<file path="src/iso_irq_pkg.sv">
// iso_irq_pkg: register map, field widths and reset values for the
// isochronous context interrupt event/mask block.
// assumes a 32-bit AHB-Lite register bus, word aligned.
package iso_irq_pkg;

  localparam int unsigned TX_CTX_N = 8;
  localparam int unsigned RX_CTX_N = 4;

  localparam logic [7:0] TX_EVENT_SET_OFS   = 8'h90;
  localparam logic [7:0] TX_EVENT_CLEAR_OFS = 8'h94;
  localparam logic [7:0] TX_MASK_SET_OFS    = 8'h98;
  localparam logic [7:0] TX_MASK_CLEAR_OFS  = 8'h9c;
  localparam logic [7:0] RX_EVENT_SET_OFS   = 8'ha0;
  localparam logic [7:0] RX_EVENT_CLEAR_OFS = 8'ha4;
  localparam logic [7:0] RX_MASK_SET_OFS    = 8'ha8;
  localparam logic [7:0] RX_MASK_CLEAR_OFS  = 8'hac;
  // summary control word: bit 31 global gate, bits 7/6 summary masks
  localparam logic [7:0] SUMMARY_CTRL_OFS   = 8'hc0;
  // summary status: raw summary bits at 7/6, read only
  localparam logic [7:0] SUMMARY_STAT_OFS   = 8'hc4;

  localparam int unsigned TX_SUMMARY_BIT = 6;
  localparam int unsigned RX_SUMMARY_BIT = 7;
  localparam int unsigned GLOBAL_GATE_BIT = 31;

  localparam logic [7:0]  TX_EVENT_RST = 8'h00;
  localparam logic [3:0]  RX_EVENT_RST = 4'h0;
  localparam logic [7:0]  TX_MASK_RST  = 8'h00;
  localparam logic [3:0]  RX_MASK_RST  = 4'h0;
  localparam logic [31:0] CTRL_RST     = 32'h0000_0000;

  localparam logic [1:0] HTRANS_NONSEQ = 2'b10;
  localparam logic [1:0] HTRANS_SEQ    = 2'b11;
  localparam logic [2:0] HSIZE_WORD    = 3'b010;

endpackage : iso_irq_pkg

</file>
<file path="src/iso_context_irq_event_mask.sv">
// iso_context_irq_event_mask: per-context isochronous interrupt event and
// mask registers behind an AHB-Lite slave, with summary and irq output.
// assumes the context interrupt lines come from logic on clk.
//
// The AHB-Lite register port is this design's own decision.
`timescale 1ns/10ps

// Notes on behaviour
// - tx context event sets on completed output-last command with interrupt enabled
// - rx context event sets on completed input command with interrupt enabled
// - event bit sets on rising edge of context line or set-address write of one
// - event bit clears only by writing one at clear address; zeros ignored
// - tx event holds bits 7..0; bits 31..8 read zero
// - rx event holds bits 3..0; bits 31..4 read zero
// - tx event bit n marks context n as cause of tx summary (bit 6)
// - rx event bit n marks context n as cause of rx summary (bit 7)
// - tx event at 90h set, 94h clear; clear read gives event AND mask
// - rx event at a0h set, a4h clear; clear read gives event AND mask
// - tx mask at 98h set, 9ch clear; both read raw mask
// - tx mask enables event bit for bit; set and clear by writing ones
// - tx summary reaches irq only when its summary mask bit is one
// - no irq at all unless global gate bit 31 is one
module iso_context_irq_event_mask
  import iso_irq_pkg::*;
(
  input  wire logic                clk,           // 125 MHz clock
  input  wire logic                arst_n,        // async reset, active low
  input  wire logic                hsel,          // slave select
  input  wire logic [31:0]         haddr,         // byte address
  input  wire logic [1:0]          htrans,        // transfer type
  input  wire logic                hwrite,        // write when high
  input  wire logic [2:0]          hsize,         // transfer size
  input  wire logic [31:0]         hwdata,        // write data
  input  wire logic                hready,        // bus ready in
  output logic      [31:0]         hrdata,        // read data
  output logic                     hreadyout,     // always ready
  output logic                     hresp,         // always okay
  input  wire logic [TX_CTX_N-1:0] tx_ctx_irq,    // tx context done lines
  input  wire logic [RX_CTX_N-1:0] rx_ctx_irq,    // rx context done lines
  output logic                     tx_summary_irq, // any masked tx event
  output logic                     rx_summary_irq, // any masked rx event
  output logic                     irq            // level interrupt out
);

  logic [TX_CTX_N-1:0] tx_event_q, tx_event_d;
  logic [RX_CTX_N-1:0] rx_event_q, rx_event_d;
  logic [TX_CTX_N-1:0] tx_mask_q, tx_mask_d;
  logic [RX_CTX_N-1:0] rx_mask_q, rx_mask_d;
  logic [TX_CTX_N-1:0] tx_line_q;
  logic [RX_CTX_N-1:0] rx_line_q;
  logic                gate_q, gate_d;
  logic                tx_sum_en_q, tx_sum_en_d;
  logic                rx_sum_en_q, rx_sum_en_d;
  logic                wr_pend_q;
  logic [7:0]          wr_addr_q;
  logic [31:0]         hrdata_q;

  // write one to set: a set bit wins over a clear bit in the same cycle, so a
  // context edge that meets a software clear is never lost
  function automatic logic [TX_CTX_N-1:0] tx_w1_update(
    input logic [TX_CTX_N-1:0] cur,
    input logic [TX_CTX_N-1:0] set_bits,
    input logic [TX_CTX_N-1:0] clr_bits
  );
    return (cur & ~clr_bits) | set_bits;
  endfunction

  // same update for the narrower receive registers
  function automatic logic [RX_CTX_N-1:0] rx_w1_update(
    input logic [RX_CTX_N-1:0] cur,
    input logic [RX_CTX_N-1:0] set_bits,
    input logic [RX_CTX_N-1:0] clr_bits
  );
    return (cur & ~clr_bits) | set_bits;
  endfunction

  // a data-phase write aimed at one register offset
  function automatic logic wr_hit(
    input logic       pend,
    input logic [7:0] ofs_q,
    input logic [7:0] ofs
  );
    return pend && (ofs_q == ofs);
  endfunction

  // summary control and status words share one bit layout
  function automatic logic [31:0] summary_word(
    input logic top_bit,
    input logic rx_bit,
    input logic tx_bit
  );
    logic [31:0] w;
    w                  = 32'h0000_0000;
    w[GLOBAL_GATE_BIT] = top_bit;
    w[RX_SUMMARY_BIT]  = rx_bit;
    w[TX_SUMMARY_BIT]  = tx_bit;
    return w;
  endfunction

  // address phase decode
  wire       addr_take = hsel & hready & htrans[1];
  wire       wr_take   = addr_take & hwrite;
  wire       rd_take   = addr_take & ~hwrite;
  wire [7:0] a_ofs     = haddr[7:0];

  // data phase write strobes
  wire w_tx_ev_set  = wr_hit(wr_pend_q, wr_addr_q, TX_EVENT_SET_OFS);
  wire w_tx_ev_clr  = wr_hit(wr_pend_q, wr_addr_q, TX_EVENT_CLEAR_OFS);
  wire w_tx_mk_set  = wr_hit(wr_pend_q, wr_addr_q, TX_MASK_SET_OFS);
  wire w_tx_mk_clr  = wr_hit(wr_pend_q, wr_addr_q, TX_MASK_CLEAR_OFS);
  wire w_rx_ev_set  = wr_hit(wr_pend_q, wr_addr_q, RX_EVENT_SET_OFS);
  wire w_rx_ev_clr  = wr_hit(wr_pend_q, wr_addr_q, RX_EVENT_CLEAR_OFS);
  wire w_rx_mk_set  = wr_hit(wr_pend_q, wr_addr_q, RX_MASK_SET_OFS);
  wire w_rx_mk_clr  = wr_hit(wr_pend_q, wr_addr_q, RX_MASK_CLEAR_OFS);
  wire w_ctrl       = wr_hit(wr_pend_q, wr_addr_q, SUMMARY_CTRL_OFS);

  // rising edges of the per-context completion lines
  wire [TX_CTX_N-1:0] tx_rise = tx_ctx_irq & ~tx_line_q;
  wire [RX_CTX_N-1:0] rx_rise = rx_ctx_irq & ~rx_line_q;

  wire [TX_CTX_N-1:0] tx_set_v = w_tx_ev_set ? hwdata[TX_CTX_N-1:0] : '0;
  wire [TX_CTX_N-1:0] tx_clr_v = w_tx_ev_clr ? hwdata[TX_CTX_N-1:0] : '0;
  wire [RX_CTX_N-1:0] rx_set_v = w_rx_ev_set ? hwdata[RX_CTX_N-1:0] : '0;
  wire [RX_CTX_N-1:0] rx_clr_v = w_rx_ev_clr ? hwdata[RX_CTX_N-1:0] : '0;
  wire [TX_CTX_N-1:0] tx_mk_set_v = w_tx_mk_set ? hwdata[TX_CTX_N-1:0] : '0;
  wire [TX_CTX_N-1:0] tx_mk_clr_v = w_tx_mk_clr ? hwdata[TX_CTX_N-1:0] : '0;
  wire [RX_CTX_N-1:0] rx_mk_set_v = w_rx_mk_set ? hwdata[RX_CTX_N-1:0] : '0;
  wire [RX_CTX_N-1:0] rx_mk_clr_v = w_rx_mk_clr ? hwdata[RX_CTX_N-1:0] : '0;

  // a new edge in the same cycle as a clear keeps the bit set
  assign tx_event_d = tx_w1_update(tx_event_q, tx_set_v | tx_rise, tx_clr_v);
  assign rx_event_d = rx_w1_update(rx_event_q, rx_set_v | rx_rise, rx_clr_v);

  // set and clear offsets differ, so a mask write is only ever one or the other
  assign tx_mask_d = tx_w1_update(tx_mask_q, tx_mk_set_v, tx_mk_clr_v);
  assign rx_mask_d = rx_w1_update(rx_mask_q, rx_mk_set_v, rx_mk_clr_v);

  assign gate_d      = w_ctrl ? hwdata[GLOBAL_GATE_BIT] : gate_q;
  assign tx_sum_en_d = w_ctrl ? hwdata[TX_SUMMARY_BIT] : tx_sum_en_q;
  assign rx_sum_en_d = w_ctrl ? hwdata[RX_SUMMARY_BIT] : rx_sum_en_q;

  wire [TX_CTX_N-1:0] tx_masked = tx_event_q & tx_mask_q;
  wire [RX_CTX_N-1:0] rx_masked = rx_event_q & rx_mask_q;

  assign tx_summary_irq = |tx_masked;
  assign rx_summary_irq = |rx_masked;

  // summary bits feed the single output only through their masks and gate
  assign irq = gate_q & ((tx_summary_irq & tx_sum_en_q) |
                         (rx_summary_irq & rx_sum_en_q));

  // read views, zero-extended so the unused upper bits always read zero
  wire [31:0] tx_event_view  = {{(32-TX_CTX_N){1'b0}}, tx_event_q};
  wire [31:0] tx_masked_view = {{(32-TX_CTX_N){1'b0}}, tx_masked};
  wire [31:0] tx_mask_view   = {{(32-TX_CTX_N){1'b0}}, tx_mask_q};
  wire [31:0] rx_event_view  = {{(32-RX_CTX_N){1'b0}}, rx_event_q};
  wire [31:0] rx_masked_view = {{(32-RX_CTX_N){1'b0}}, rx_masked};
  wire [31:0] rx_mask_view   = {{(32-RX_CTX_N){1'b0}}, rx_mask_q};
  wire [31:0] ctrl_view      = summary_word(gate_q, rx_sum_en_q, tx_sum_en_q);
  // status word: raw summaries, read only
  wire [31:0] stat_view      = summary_word(1'b0, rx_summary_irq, tx_summary_irq);

  // read mux, evaluated in the address phase; unmapped reads return zero
  logic [31:0] rd_mux;
  always_comb
  begin
    rd_mux = 32'h0000_0000;
    if (a_ofs == TX_EVENT_SET_OFS)
      rd_mux = tx_event_view;
    else if (a_ofs == TX_EVENT_CLEAR_OFS)
      rd_mux = tx_masked_view;
    else if (a_ofs == TX_MASK_SET_OFS || a_ofs == TX_MASK_CLEAR_OFS)
      rd_mux = tx_mask_view;
    else if (a_ofs == RX_EVENT_SET_OFS)
      rd_mux = rx_event_view;
    else if (a_ofs == RX_EVENT_CLEAR_OFS)
      rd_mux = rx_masked_view;
    else if (a_ofs == RX_MASK_SET_OFS || a_ofs == RX_MASK_CLEAR_OFS)
      rd_mux = rx_mask_view;
    else if (a_ofs == SUMMARY_CTRL_OFS)
      rd_mux = ctrl_view;
    else if (a_ofs == SUMMARY_STAT_OFS)
      rd_mux = stat_view;
  end

  // sticky transmit context events
  always_ff @(posedge clk or negedge arst_n)
  begin
    if (!arst_n)
    begin
      tx_event_q <= TX_EVENT_RST;
    end
    else
    begin
      tx_event_q <= tx_event_d;
    end
  end

  // sticky receive context events
  always_ff @(posedge clk or negedge arst_n)
  begin
    if (!arst_n)
    begin
      rx_event_q <= RX_EVENT_RST;
    end
    else
    begin
      rx_event_q <= rx_event_d;
    end
  end

  // transmit context masks
  always_ff @(posedge clk or negedge arst_n)
  begin
    if (!arst_n)
    begin
      tx_mask_q <= TX_MASK_RST;
    end
    else
    begin
      tx_mask_q <= tx_mask_d;
    end
  end

  // receive context masks
  always_ff @(posedge clk or negedge arst_n)
  begin
    if (!arst_n)
    begin
      rx_mask_q <= RX_MASK_RST;
    end
    else
    begin
      rx_mask_q <= rx_mask_d;
    end
  end

  // last transmit line levels; reset to the idle level so a line still low at reset release gives no edge
  always_ff @(posedge clk or negedge arst_n)
  begin
    if (!arst_n)
    begin
      tx_line_q <= '0;
    end
    else
    begin
      tx_line_q <= tx_ctx_irq;
    end
  end

  // last receive line levels
  always_ff @(posedge clk or negedge arst_n)
  begin
    if (!arst_n)
    begin
      rx_line_q <= '0;
    end
    else
    begin
      rx_line_q <= rx_ctx_irq;
    end
  end

  // global interrupt gate
  always_ff @(posedge clk or negedge arst_n)
  begin
    if (!arst_n)
    begin
      gate_q <= CTRL_RST[GLOBAL_GATE_BIT];
    end
    else
    begin
      gate_q <= gate_d;
    end
  end

  // transmit summary enable
  always_ff @(posedge clk or negedge arst_n)
  begin
    if (!arst_n)
    begin
      tx_sum_en_q <= CTRL_RST[TX_SUMMARY_BIT];
    end
    else
    begin
      tx_sum_en_q <= tx_sum_en_d;
    end
  end

  // receive summary enable
  always_ff @(posedge clk or negedge arst_n)
  begin
    if (!arst_n)
    begin
      rx_sum_en_q <= CTRL_RST[RX_SUMMARY_BIT];
    end
    else
    begin
      rx_sum_en_q <= rx_sum_en_d;
    end
  end

  // write pending: hwdata only stands in the cycle after the address phase
  always_ff @(posedge clk or negedge arst_n)
  begin
    if (!arst_n)
    begin
      wr_pend_q <= 1'b0;
    end
    else
    begin
      wr_pend_q <= wr_take;
    end
  end

  // offset of the transfer now in its data phase
  always_ff @(posedge clk or negedge arst_n)
  begin
    if (!arst_n)
    begin
      wr_addr_q <= 8'h00;
    end
    else if (addr_take)
    begin
      wr_addr_q <= a_ofs;
    end
  end

  // read data registered in the address phase and held until the next read
  always_ff @(posedge clk or negedge arst_n)
  begin
    if (!arst_n)
    begin
      hrdata_q <= 32'h0000_0000;
    end
    else if (rd_take)
    begin
      hrdata_q <= rd_mux;
    end
  end

  assign hrdata    = hrdata_q;
  assign hreadyout = 1'b1;
  assign hresp     = 1'b0;

endmodule // iso_context_irq_event_mask

</file>
<file path="config.mk">
export PLATFORM = sky130hd
export DESIGN_NAME = iso_context_irq_event_mask
export DESIGN_NICKNAME = d
export VERILOG_FILES = /design/src/iso_irq_pkg.sv /design/src/iso_context_irq_event_mask.sv
export SDC_FILE = /design/constraint.sdc
export NUM_CORES = 1
export LEC_CHECK = 0
export BUFFER_PORTS_ARGS = -buffer_cell sky130_fd_sc_hd__buf_2
export CAP_MARGIN = 5
export CORE_MARGIN = 1.5
export CORE_UTILIZATION = 30
export DETAILED_ROUTE_END_ITERATION = 6
export GPL_ROUTABILITY_DRIVEN = 0
export HOLD_SLACK_MARGIN = 0.12
export PLACE_DENSITY = 0.63
export SKIP_LAST_GASP = 1
export SLEW_MARGIN = 10
export SYNTH_ARGS = -nofsm -noshare
export SYNTH_HDL_FRONTEND = slang
export SYNTH_SLANG_ARGS = --single-unit
</file>
<file path="constraint.sdc">
create_clock -name clk -period 3.2 [get_ports clk]
set_clock_uncertainty 0.1 [all_clocks]
set_input_delay 0 -clock clk [delete_from_list [all_inputs] [get_ports clk]]
set_output_delay 0 -clock clk [all_outputs]
set_load 0.01 [all_outputs]
</file>
# ---- Word-level counts from Yosys, hierarchy flattened
# Index checks and enable logic that the tools add are counted.
dict set report classes {
  eq_ne 19
  n_reduce_logical 13
  mux 16
  bitwise 29
}
# cell count
set op_table {}
lappend op_table {{$mux 32} 7}
lappend op_table {{$eq 8x8->1 const B} 19}
lappend op_table {{$mux 8} 5}
lappend op_table {{$and 8x8->8} 4}
lappend op_table {{$not 8->8} 3}
lappend op_table {{$or 8x8->8} 3}
lappend op_table {{$and 4x4->4} 4}
lappend op_table {{$mux 4} 4}
lappend op_table {{$not 4->4} 3}
lappend op_table {{$or 4x4->4} 3}
lappend op_table {{$logic_and 1x1->1} 9}
lappend op_table {{$reduce_or 8->1} 1}
lappend op_table {{$and 1x1->1} 7}
lappend op_table {{$reduce_or 4->1} 1}
lappend op_table {{$logic_or 1x1->1} 2}
lappend op_table {{$not 1->1} 1}
lappend op_table {{$or 1x1->1} 1}
dict set report word_totals {
  regBits 80
  out_inout_bits 37
}

# ---- Longest topological paths before layout
dict set report depth {
  depth_word 10
  mapped_depth 5
  ltp_nobuf 4
}

# ---- Worst setup path after synthesis
# Ideal clock, no wire load.
dict set report synth_path {
  path_type {register -> register}
  from {register wr_addr_q[3]}
  to {register gate_q}
  path_slack_ps 1273
  setup_time_ps 125
  arrival_ps 1702
  period_less_slack_ps 1927
  stages_incl_launch_ff 5
  required_time_ps 2975
  path_cell_list {dfrtp_1 > or4b_4 > nand2b_4 > nor4_4 > mux2_2}
}
dict set report synth_via {
  elab_chain_cells 2
}
# element line
set synth_lines {}
lappend synth_lines {{start, declared} iso_context_irq_event_mask.sv:55} ;# logic [7:0] wr_addr_q;
lappend synth_lines {{start signal, assigned} iso_context_irq_event_mask.sv:325} ;# wr_addr_q <= a_ofs;
lappend synth_lines {{$eq 8x8->1} iso_context_irq_event_mask.sv:83} ;# return pend && (ofs_q == ofs);
lappend synth_lines {{$logic_and 1x1->1} iso_context_irq_event_mask.sv:83}
lappend synth_lines {{end signal, assigned} iso_context_irq_event_mask.sv:269} ;# gate_q <= CTRL_RST[GLOBAL_GATE_BIT];
lappend synth_lines {{end signal, assigned} iso_context_irq_event_mask.sv:273} ;# gate_q <= gate_d;
lappend synth_lines {{end, declared} iso_context_irq_event_mask.sv:51} ;# logic gate_q, gate_d;
# No other way between the ends.
# A chain may end at the register's enable or synchronous reset.

# ---- Worst setup path in the final report
dict set report layout_path {
  from {register wr_addr_q[3]}
  to {register rx_event_q[2]}
}
dict set report layout_via {
  elab_chain_cells 6
  word_cells_on_any_way 10
  cone_classes {eq/ne: 2; mux: 2; bitwise: 4; reduce/logical: 2}
}
# element line
set layout_lines {}
lappend layout_lines {{$eq 8x8->1} iso_context_irq_event_mask.sv:83}
lappend layout_lines {{$logic_and 1x1->1} iso_context_irq_event_mask.sv:83}
lappend layout_lines {{$mux 4} iso_context_irq_event_mask.sv:124} ;# wire [RX_CTX_N-1:0] rx_clr_v = w_rx_ev_clr ? hwdata[RX_CTX_N-1:0] : '0;
lappend layout_lines {{$not 4->4} iso_context_irq_event_mask.sv:74} ;# return (cur & ~clr_bits) | set_bits;
lappend layout_lines {{$and 4x4->4} iso_context_irq_event_mask.sv:74}
lappend layout_lines {{$or 4x4->4 (*)} iso_context_irq_event_mask.sv:74}
lappend layout_lines {{via rx_event_d[2]} iso_context_irq_event_mask.sv:46} ;# logic [RX_CTX_N-1:0] rx_event_q, rx_event_d;
lappend layout_lines {{end signal, assigned} iso_context_irq_event_mask.sv:208} ;# rx_event_q <= rx_event_d;
lappend layout_lines {{end, declared} iso_context_irq_event_mask.sv:46}
# The timed path passes the listed nets; every way through them passes the cells marked *.

==> flow_metrics.tcl <==
set metrics [dict create \
    outcome "finished, final reports clean" \
    dieArea_mm2 0.009944 \
    hold_viol 0 \
    ir_drop_v 0.0002110 \
    grt_pass1_wl_um 11050 \
    drive_above_1_share 0.2663 \
    path_class "flop to flop" \
    start_kind "flop" \
    drt_iter0_drc 68 \
    p_per_area_mw_per_mm2 428.3 \
    antenna_found_initial 0 \
    setup_viol_count_final 0 \
    fin_tns_setup_ns 0 \
    place_area_mm2 0.003059 \
    syn_inst 249 \
    rows 35 \
    async_flop_share 1.000 \
    timing.final.crit_share 0.6516 \
    synth-edff-count 0 \
    synthFlopType "dfrtp_1" \
    start_util 0.3066 \
    cts_resized 0 \
    final_nets 419 \
    final_area_mm2 0.003555 \
    area_growth_pct 26.66 \
    grt_max_degree 40 \
    grt_use_total 0.1459 \
    ys_types 38 \
    drt_first_pass_iters 4 \
    maxCapViolCount 0 \
    critPathMaxFanout 4 \
    cp-end-kind "flop" \
    cts_setup_buffers 0 \
    ant_nets 0 \
    cts_hold_buf 34 \
    wl_per_cell_um 14.87 \
    clock-sinks 57 \
    root_buffer "clkbuf_8" \
    num_io_pins 123 \
    synthTopCellsByArea "dfrtp_1, mux2_2, buf_4" \
    p_leak_nw 1.548 \
    port_buffers 46 \
    pre_cts_ws_ns 1.107 \
    cts_made_buffers 9 \
    reg2reg_from "wr_addr_q[3]" \
    cts_tree "built" \
    die_w_um 99.72 \
    drc 0 \
    worst_pin_slew_ns 0.9380 \
    dp_hpwl_um 4748 \
    rsz0062_at_grt "false" \
    htreeDepth 3 \
    min_path_type "input pin to flop" \
    routed_wl_um 6677 \
    worstPathRequired_ns 3.31 \
    fin_crit_ns 2.085 \
    synth-seq-area-share 0.5082 \
    grt_pass1_vias 2199 \
    min-delay-start "tx_ctx_irq[7]" \
    yosysMostFrequentCell "dfrtp_1" \
    crit_start "wr_addr_q[3]" \
    num_antenna_cells 0 \
    arrival_ns 2.20 \
    vias 2212 \
    worst_slack_ns 1.115 \
    via_per_inst 4.927 \
    report.final.slew_viol_count 0 \
    grt_overflow 0 \
    synth_area_leader_cell "dfrtp_1" \
    synth_top_area_frac 0.5082 \
    avgSynthCellArea_um2 11.27 \
    core_mm2 0.009153 \
    yosysWarnings 0 \
    synth_area_mm2 0.002806 \
    synth_commonest_cells "dfrtp_1, nand2_1, buf_4" \
    clock_latency_ns 0.34 \
    cts.clk_slew.worst_paths_ns 0.06 \
    clockBufferDepth 2 \
    ys_ff_latch 57 \
    slew_headroom 0.3695 \
    max_freq_ghz 0.4796 \
    die_y_um 99.72 \
]
[critical path, stage by stage (launching register included)]
cell and delay (ns):
dfrtp_1 0.40, or4b_4 0.58, nor3_1 0.46, nand2_1 0.11
a221o_1 0.31
[per-layer routing]
layer / vias to the layer above / GRT usage / share of wire
li1: 1040 / - / -
met1: 1085 / 0.1831 / 0.44
met2: 81 / 0.2318 / 0.49
met3: 6 / 0.04779 / 0.058
met4: 0 / 0.05959 / 0.0093
met5: - / 0 / 0
[cells by family after synthesis]
group / Yosys count / share of synthesized area
AO/OA/AOI/OAI: 48 / 0.1346
buffers and inverters: 33 / 0.07758
AND/OR/NAND/NOR: 85 / 0.1810
flip-flops: 57 / 0.5082
other: 2 / 0.002676
multiplexers: 24 / 0.09585
[placed cells by master, fill, tap and decap left out, types with 2 or more instances in the layout]
| cell | synthesis | final |
|---|---|---|
| buf_2 | 0 | 46 |
| o31ai_1 | 2 | 2 |
| conb_1 | 2 | 25 |
| nor2_1 | 8 | 8 |
| a221o_1 | 12 | 12 |
| a22oi_1 | 7 | 7 |
| nor2b_1 | 13 | 13 |
| o221ai_1 | 4 | 4 |
| a211oi_1 | 5 | 5 |
| or4bb_1 | 2 | 2 |
| clkbuf_1 | 5 | 3 |
| dfrtp_1 | 57 | 57 |
| o21ai_0 | 8 | 8 |
| nand3_1 | 4 | 4 |
| clkinv_2 | 0 | 4 |
| a22o_1 | 4 | 4 |
| nand2_1 | 33 | 33 |
| and2_1 | 4 | 4 |
| o22ai_1 | 3 | 3 |
| dlygate4sd3_1 | 0 | 34 |
| nor4bb_1 | 4 | 4 |
| inv_1 | 2 | 2 |
| nor3_1 | 5 | 5 |
| nand4bb_1 | 2 | 2 |
| clkbuf_8 | 0 | 9 |
| mux2_2 | 23 | 23 |
[registers in the layout (all words and copies together) (netlist names)]
signal,cells
tx_sum_en_q,1
rx_sum_en_q,1
hrdata,9
rx_mask_q,4
wr_pend_q,1
tx_mask_q,8
wr_addr_q,8
rx_event_q,4
tx_line_q,8
gate_q,1
rx_line_q,4
tx_event_q,8
[final timing paths]
check | to | slack, ns | cells after the start
min in group asynchronous | tx_line_q[2] | 0.23 | 2
worst min-delay path | tx_line_q[7] | 0.21 | 2
worst min register to register | hrdata[4] | 0.37 | 2
worst max register to register | rx_event_q[2] | 1.11 | 4
max in group asynchronous | rx_mask_q[1] | 1.98 | 3
worst max-delay path | rx_event_q[2] | 1.11 | 4
[per-stage QoR]
stage / std cells / total power, mW / utilization / hold slack (ns)
6_report: 449 / 1.523 / 0.3884 / 0.2073
5_1_grt: 449 / 1.604 / 0.3884 / 0.1986
4_1_cts: 449 / 1.543 / 0.3884 / 0.1946
3_5_place_dp: 399 / 0.9579 / 0.3342 / 0.02277
3_3_place_gp: 399 / 0.9518 / 0.3342 / 0.01978
2_1_floorplan: 272 / 0.9040 / - / -0.3956
[report_power, final]
part	internal (mW)	total [mW]	switching [mW]
logic	0.0871	0.192	0.105
registers	0.756	0.782	0.0266
clock network	0.276	0.548	0.273
[area by class of cell]
type                    instances  area, µm²
clock buffers                  12      135.1
clock inverters                 4      20.02
fillers                       920       5598
inverters                       2      7.507
multi-input cells             182       1249
flip-flops and latches         57       1426
well taps                     111      138.9
repair buffers                 81      578.1
Power figures use the tool's default switching activity.
